File: src/core/bcd_dec_pkg.sv
// Shared constants and carrier types for the decimal adjust and decrement datapath
package bcd_dec_pkg;
    localparam int DATA_W = 8;
    localparam int ADDR_W = 8;
    localparam int BANK_W = 4;
    localparam logic [3:0] NIB_MAX = 4'h9;
    localparam logic [3:0] NIB_FIX = 4'h6;
    localparam logic [7:0] ACC_RESET = 8'h00;
    localparam logic [1:0] PHASE_COUNT = 2'h3;
    localparam logic [BANK_W-1:0] ACCESS_BANK = 4'h0;
    localparam logic DEST_ACC = 1'b0;
    localparam logic BANK_ACCESS = 1'b0;

    typedef enum logic [1:0] {
        OP_NONE = 2'b00,
        OP_DECADJ = 2'b01,
        OP_DECR = 2'b10
    } op_t;

    typedef enum logic [1:0] {
        PH_DECODE = 2'b00,
        PH_READ = 2'b01,
        PH_PROCESS = 2'b10,
        PH_WRITE = 2'b11
    } phase_t;

    typedef struct packed {
        logic carry;
        logic digitCarry;
        logic negative;
        logic overflow;
        logic zero;
    } flags_t;

    typedef struct packed {
        op_t op;
        logic destSel;
        logic bankSel;
        logic [ADDR_W-1:0] addr;
    } instr_t;

    typedef struct packed {
        logic we;
        logic [BANK_W-1:0] bank;
        logic [ADDR_W-1:0] addr;
        logic [DATA_W-1:0] data;
    } memWrite_t;
endpackage : bcd_dec_pkg

File: src/core/bcd_adjust_unit.sv
// Combinational packed-BCD adjust of an 8-bit accumulator
`timescale 1ns/1ps
module bcd_adjust_unit
    import bcd_dec_pkg::*;
(
    input wire logic [7:0] accIn,
    input wire logic carryIn,
    input wire logic digitCarryIn,
    output logic [7:0] accOut,
    output logic carryOut,
    output logic digitCarryOut
);
    logic [4:0] lowSum;
    logic [4:0] highSum;
    logic lowFix;
    logic highFix;

    always_comb
    begin
        lowFix = (accIn[3:0] > NIB_MAX) || digitCarryIn;
        highFix = (accIn[7:4] > NIB_MAX) || carryIn;
        lowSum = {1'b0, accIn[3:0]} + (lowFix ? {1'b0, NIB_FIX} : 5'h00);
        // Low nibble overflow ripples into the high digit; the high fix ignores it, so a high 9 becomes A
        highSum = {1'b0, accIn[7:4]} + (highFix ? {1'b0, NIB_FIX} : 5'h00)
            + {4'h0, lowSum[4]};
        accOut = {highSum[3:0], lowSum[3:0]};
        // Carry may become set though it was clear before
        carryOut = carryIn | highSum[4];
        digitCarryOut = digitCarryIn;
    end
endmodule : bcd_adjust_unit

File: src/core/bcd_adjust_and_decrement.sv
// Four-phase execution datapath for decimal adjust and operand decrement
// Notes on behaviour
// - Decimal adjust adds 6 to low nibble if above 9 or digit carry set.
// - Decimal adjust adds 6 to high nibble if above 9 or carry set.
// - Decimal adjust turns a BCD-sum accumulator into packed BCD, except a high digit of 9 plus low carry gives A.
// - Decimal adjust changes only carry; digit carry is kept; carry may become set.
// - Decrement subtracts one from the addressed 8-bit memory operand.
// - Destination bit 0 writes accumulator, 1 writes back to operand.
// - Bank bit 0 uses access bank; 1 uses the bank-select pointer.
// - Decrement takes one cycle: decode, read, process, write phases.
`timescale 1ns/1ps
module bcd_adjust_and_decrement
    import bcd_dec_pkg::*;
(
    input wire logic mclk,
    input wire logic arst_n,
    input wire logic start,
    input wire instr_t instr,
    input wire logic [BANK_W-1:0] bankSelectPointer,
    input wire logic [DATA_W-1:0] memRdata,
    output logic [BANK_W-1:0] memBank_q,
    output logic [ADDR_W-1:0] memAddr_q,
    output memWrite_t memWr_q,
    output logic [DATA_W-1:0] acc_q,
    output flags_t flags_q,
    output phase_t phase_q,
    output logic busy_q,
    output logic done_q
);
    instr_t cur_q;
    logic [DATA_W-1:0] operand_q;
    logic [DATA_W-1:0] result_q;
    flags_t resFlags_q;
    logic [7:0] adjAcc;
    logic adjCarry;
    logic adjDc;

    function automatic flags_t decFlags(input logic [7:0] v, input flags_t old);
        flags_t f;
        logic [7:0] r;
        r = v - 8'h01;
        f = old;
        f.carry = (v != 8'h00);
        f.digitCarry = (v[3:0] != 4'h0);
        f.negative = r[7];
        f.overflow = (v == 8'h80);
        f.zero = (r == 8'h00);
        return f;
    endfunction : decFlags

    bcd_adjust_unit uAdj (
        .accIn(acc_q),
        .carryIn(flags_q.carry),
        .digitCarryIn(flags_q.digitCarry),
        .accOut(adjAcc),
        .carryOut(adjCarry),
        .digitCarryOut(adjDc)
    );

    // Phase sequencer: one instruction cycle is four clocks
    always_ff @(posedge mclk or negedge arst_n)
    begin
        if (!arst_n)
        begin
            phase_q <= PH_DECODE;
            busy_q <= 1'b0;
            cur_q <= '0;
        end
        else if (!busy_q)
        begin
            if (start && instr.op != OP_NONE)
            begin
                busy_q <= 1'b1;
                cur_q <= instr;
                phase_q <= PH_READ;
            end
        end
        else
        begin
            case (phase_q)
                PH_READ: phase_q <= PH_PROCESS;
                PH_PROCESS: phase_q <= PH_WRITE;
                PH_WRITE:
                begin
                    phase_q <= PH_DECODE;
                    busy_q <= 1'b0;
                end
                default: phase_q <= PH_READ;
            endcase
        end
    end

    // Address and bank presented during the read phase
    always_ff @(posedge mclk or negedge arst_n)
    begin
        if (!arst_n)
        begin
            memBank_q <= ACCESS_BANK;
            memAddr_q <= '0;
        end
        else if (!busy_q && start && instr.op == OP_DECR)
        begin
            memAddr_q <= instr.addr;
            memBank_q <= (instr.bankSel == BANK_ACCESS) ? ACCESS_BANK
                : bankSelectPointer;
        end
    end

    // Operand capture and processing
    always_ff @(posedge mclk or negedge arst_n)
    begin
        if (!arst_n)
        begin
            operand_q <= '0;
            result_q <= '0;
            resFlags_q <= '0;
        end
        else if (busy_q && phase_q == PH_READ)
        begin
            operand_q <= memRdata;
        end
        else if (busy_q && phase_q == PH_PROCESS)
        begin
            if (cur_q.op == OP_DECR)
            begin
                result_q <= operand_q - 8'h01;
                resFlags_q <= decFlags(operand_q, flags_q);
            end
            else
            begin
                result_q <= adjAcc;
                resFlags_q <= flags_q;
                resFlags_q.carry <= adjCarry;
                resFlags_q.digitCarry <= adjDc;
            end
        end
    end

    // Write-back phase: accumulator and flags
    always_ff @(posedge mclk or negedge arst_n)
    begin
        if (!arst_n)
        begin
            acc_q <= ACC_RESET;
            flags_q <= '0;
        end
        else if (busy_q && phase_q == PH_WRITE)
        begin
            flags_q <= resFlags_q;
            if (cur_q.op == OP_DECADJ || cur_q.destSel == DEST_ACC)
            begin
                acc_q <= result_q;
            end
        end
    end

    // Memory write strobe is one clock wide, in the write phase
    always_ff @(posedge mclk or negedge arst_n)
    begin
        if (!arst_n)
        begin
            memWr_q <= '0;
            done_q <= 1'b0;
        end
        else
        begin
            done_q <= busy_q && phase_q == PH_WRITE;
            memWr_q.we <= busy_q && phase_q == PH_PROCESS && cur_q.op == OP_DECR
                && cur_q.destSel != DEST_ACC;
            memWr_q.bank <= memBank_q;
            memWr_q.addr <= memAddr_q;
            memWr_q.data <= (cur_q.op == OP_DECR) ? operand_q - 8'h01 : 8'h00;
        end
    end
endmodule : bcd_adjust_and_decrement

File: config.mk
export PLATFORM = sky130hd
export DESIGN_NAME = bcd_adjust_and_decrement
export DESIGN_NICKNAME = d
export VERILOG_FILES = /design/src/core/bcd_dec_pkg.sv /design/src/core/bcd_adjust_unit.sv /design/src/core/bcd_adjust_and_decrement.sv
export SDC_FILE = /design/constraint.sdc
export NUM_CORES = 1
export LEC_CHECK = 0
export ABC_AREA = 0
export ABC_CLOCK_PERIOD_IN_PS = 2640
export CAP_MARGIN = 30
export CORE_AREA = 2 2 84 86
export CTS_CLUSTER_DIAMETER = 80
export DETAILED_ROUTE_END_ITERATION = 8
export DIE_AREA = 0 0 86 88
export DONT_BUFFER_PORTS = 1
export PLACE_DENSITY = 0.64
export RECOVER_POWER = 100
export SYNTH_ARGS = -nofsm -noshare
export SYNTH_HDL_FRONTEND = slang
export SYNTH_SLANG_ARGS = --single-unit
File: constraint.sdc
create_clock -name mclk -period 2.64 [get_ports mclk]
set_clock_uncertainty 0.1 [all_clocks]
set_input_delay 0.792 -clock mclk [delete_from_list [all_inputs] [get_ports mclk]]
set_output_delay 0.792 -clock mclk [all_outputs]
set_load 0.01 [all_outputs]
==> impl_metrics.ini <==
[logic_synthesis]
syn_inst = 277
synth_edf_count = 0
postSynth.asyncResetShare = 1.00
yosysTopAreaCellShare = 0.567
muxShareOfSynthArea = 0.100
ys_top_cells_by_area = dfrtp_1 57%, mux2_2 10%, ha_1 4.6%
yosys.area_share.simple = 0.119
synth_xor_area_frac = 0.0161
synth_nets = 318
yosys.area_share.adder = 0.0583
yosysMostFrequentCell = dfrtp_1
yosysSeqAreaShare = 0.567
yosys_warnings = 0
synth_compound_area_frac = 0.102
yosysTopAreaCell = dfrtp_1
synthFlopType = dfrtp_1
ys_types = 46
synth-seq-cells = 74
netlist_area_um2 = 3260
yosys-top-cells-count = 74 x dfrtp_1, 29 x mux2_2, 27 x nand2_1
synth_top_family_by_area = simple AND/OR/NAND/NOR gates
avgSynthCellArea_um2 = 11.8

[setup_path]
r2r_slack_ns = 0.27
worst_setup_path_start_kind = flip-flop
crit_path_max_fanout = 4
worstSetupEndpointType = flip-flop
crit_chain = nand2b_1, ha_1, a21oi_1, nor2b_1, ha_1, inv_1, fa_2, nor2b_1, o21a_1, nor3_1, o31ai_1
crit_type = reg -> reg
cp.required_ns = 2.78
crit_slowest_cell = dfrtp_1
crit_buf_inv = 1
cp_data_arrival_time_ns = 2.51
cp_slowest_stage_delay_ns = 0.45
crit_family = adder cells

[run_status]
status = finished, final reports clean

[clock_network]
cts_tree = yes
h-tree-depth = 3
clkTransAtPathRegs_ns = 0.07
clock_path_buffers = 2
clk_latency_ns = 0.33
cts_buffers = 9
cts-root-buf = clkbuf_8
clock_sinks = 74

[floorplanning]
io_pins = 77
fp.coreArea_um2 = 6640
die_area_um2 = 7570
initial_utilization = 0.491
rows = 30
die_w_um = 86
die_h_um = 88

[finish]
insertedDiodeCount = 0
nets = 324
areaGrowthSynthToFinish_pct = 8.13
fill_cells = 593
final_cells = 368
drive_gt1_frac = 0.184

[routing]
dr.pass1.iters = 4
num_vias = 2051
drc_errors = 0
wl_per_cell_um = 16.3
routed_wl_mm = 6.00
viasPerCell = 5.57
drtAntennaViolNets = 0
dr.first_iter.drc_count = 110

[global_route]
track_usage = 0.176
gr-total-overflow = 0
antenna_found_initial = 0
grt_pass1_wl_mm = 10.2
first_global_vias = 2097
grt_max_degree = 75

[sta]
fin_crit_ns = 2.37
fin_hold_ws_ns = 0.0471
slew_headroom = 0.295
fin_crit_sh = 0.898
hold_viol = 0
fmax_mhz = 422
worst_pin_slew_ns = 1.06
rsz0062_at_grt = false
slew_violations = 0
tns_ns = 0
layout_setup_ws_ns = 0.269
setup_viol = 0

[hold_path]
hold_path_class = in -> async

[power_and_ir_drop]
power_leakage_nw = 1.61
power_density_nw_per_um2 = 1300
ir_drop_mv = 0.525
finalPower_mw = 4.58

[placement]
portBuffers = 0
dp_cells = 351
place_congestion = 0.878
place_ws_ns = 0.127
hpwl_mm = 4.28

[flow_run]
cap_violations = 0
## per-layer routing
layer,up-vias,GRT usage,wire [um]
met4,0,0.0707,70
met3,9,0.0801,492
met5,-,0,0
li1,968,-,-
met1,1001,0.222,2660
met2,73,0.265,2790
## registers in the layout (all words and copies together) (netlist names)
register	cells
acc_q	8
busy_q	1
cur_q	3
done_q	1
flags_q	5
memAddr_q	8
memBank_q	4
memWr_q	21
operand_q	8
phase_q	2
resFlags_q	5
result_q	8
## power breakdown
part           switching, mW  total (mW)  internal, mW
clock network          0.392       0.947         0.555
logic                  0.712        1.39         0.681
registers              0.598        2.24          1.64
total                   1.70        4.58          2.87
## stage by stage
step | util | cell area, um^2
CTS | 0.537 | 3570
detailed placement | 0.504 | 3350
global route | 0.531 | 3530
finish | 0.531 | 3530
global placement | 0.504 | 3350
floorplan | - | 3260
## cell usage in the layout, fill, tap and decap left out, drive strengths merged, types with 12 or more instances in the layout
| cell | synthesis | routed |
|---|---|---|
| a21oi | 15 | 15 |
| nand2 | 27 | 27 |
| inv | 12 | 12 |
| nor2 | 16 | 16 |
| ha | 12 | 12 |
| o21ai | 16 | 16 |
| mux2 | 29 | 29 |
| dfrtp | 74 | 74 |
| clkbuf | 8 | 18 |
## worst paths after layout
| check | cells past startpoint | from | end |
|---|---|---|---|
| setup / recovery | 11 | flags_q[3]$_DFFE_PN0P_ | resFlags_q[4]$_DFFE_PN0P_ |
| hold / removal | 0 | arst_n | result_q[7]$_DFFE_PN0P_ |
| setup reg to reg | 11 | flags_q[3]$_DFFE_PN0P_ | resFlags_q[4]$_DFFE_PN0P_ |
| hold reg to reg | 0 | memAddr_q[0]$_DFFE_PN0P_ | memWr_q[8]$_DFF_PN0_ |
| max in group asynchronous | 0 | arst_n | result_q[2]$_DFFE_PN0P_ |
| min in group mclk | 0 | memAddr_q[0]$_DFFE_PN0P_ | memWr_q[8]$_DFF_PN0_ |
## cell type report
class,instances,area (um^2),area share
flip-flops and latches,74,1850,0.525
multi-input cells,177,1270,0.359
clock buffers,11,141,0.0401
well taps,80,100,0.0284
clock inverters,5,77.6,0.0220
repair buffers,9,45.0,0.0128
inverters,12,45.0,0.0128
## cell families (layout without fill, tap and decap cells)
logic type | count (synthesis) | after routing
AOI/OAI and AO/OA | 53 | 53
xor gates and xnor gates | 6 | 6
adders and majority gates | 14 | 14
buffers and inverters | 26 | 37
DFF | 74 | 74
muxes | 29 | 29
and+or+nand+nor | 75 | 75
## repair_timing
| action | in CTS | in global routing |
|---|---|---|
| buffers inserted | 0 | 1 |
| gates resized for setup | 0 | 4 |
| hold buffers | 0 | 0 |
| setup endpoints to repair | 0 | 2 |
No activity file was read; power rests on OpenSTA's default activity.
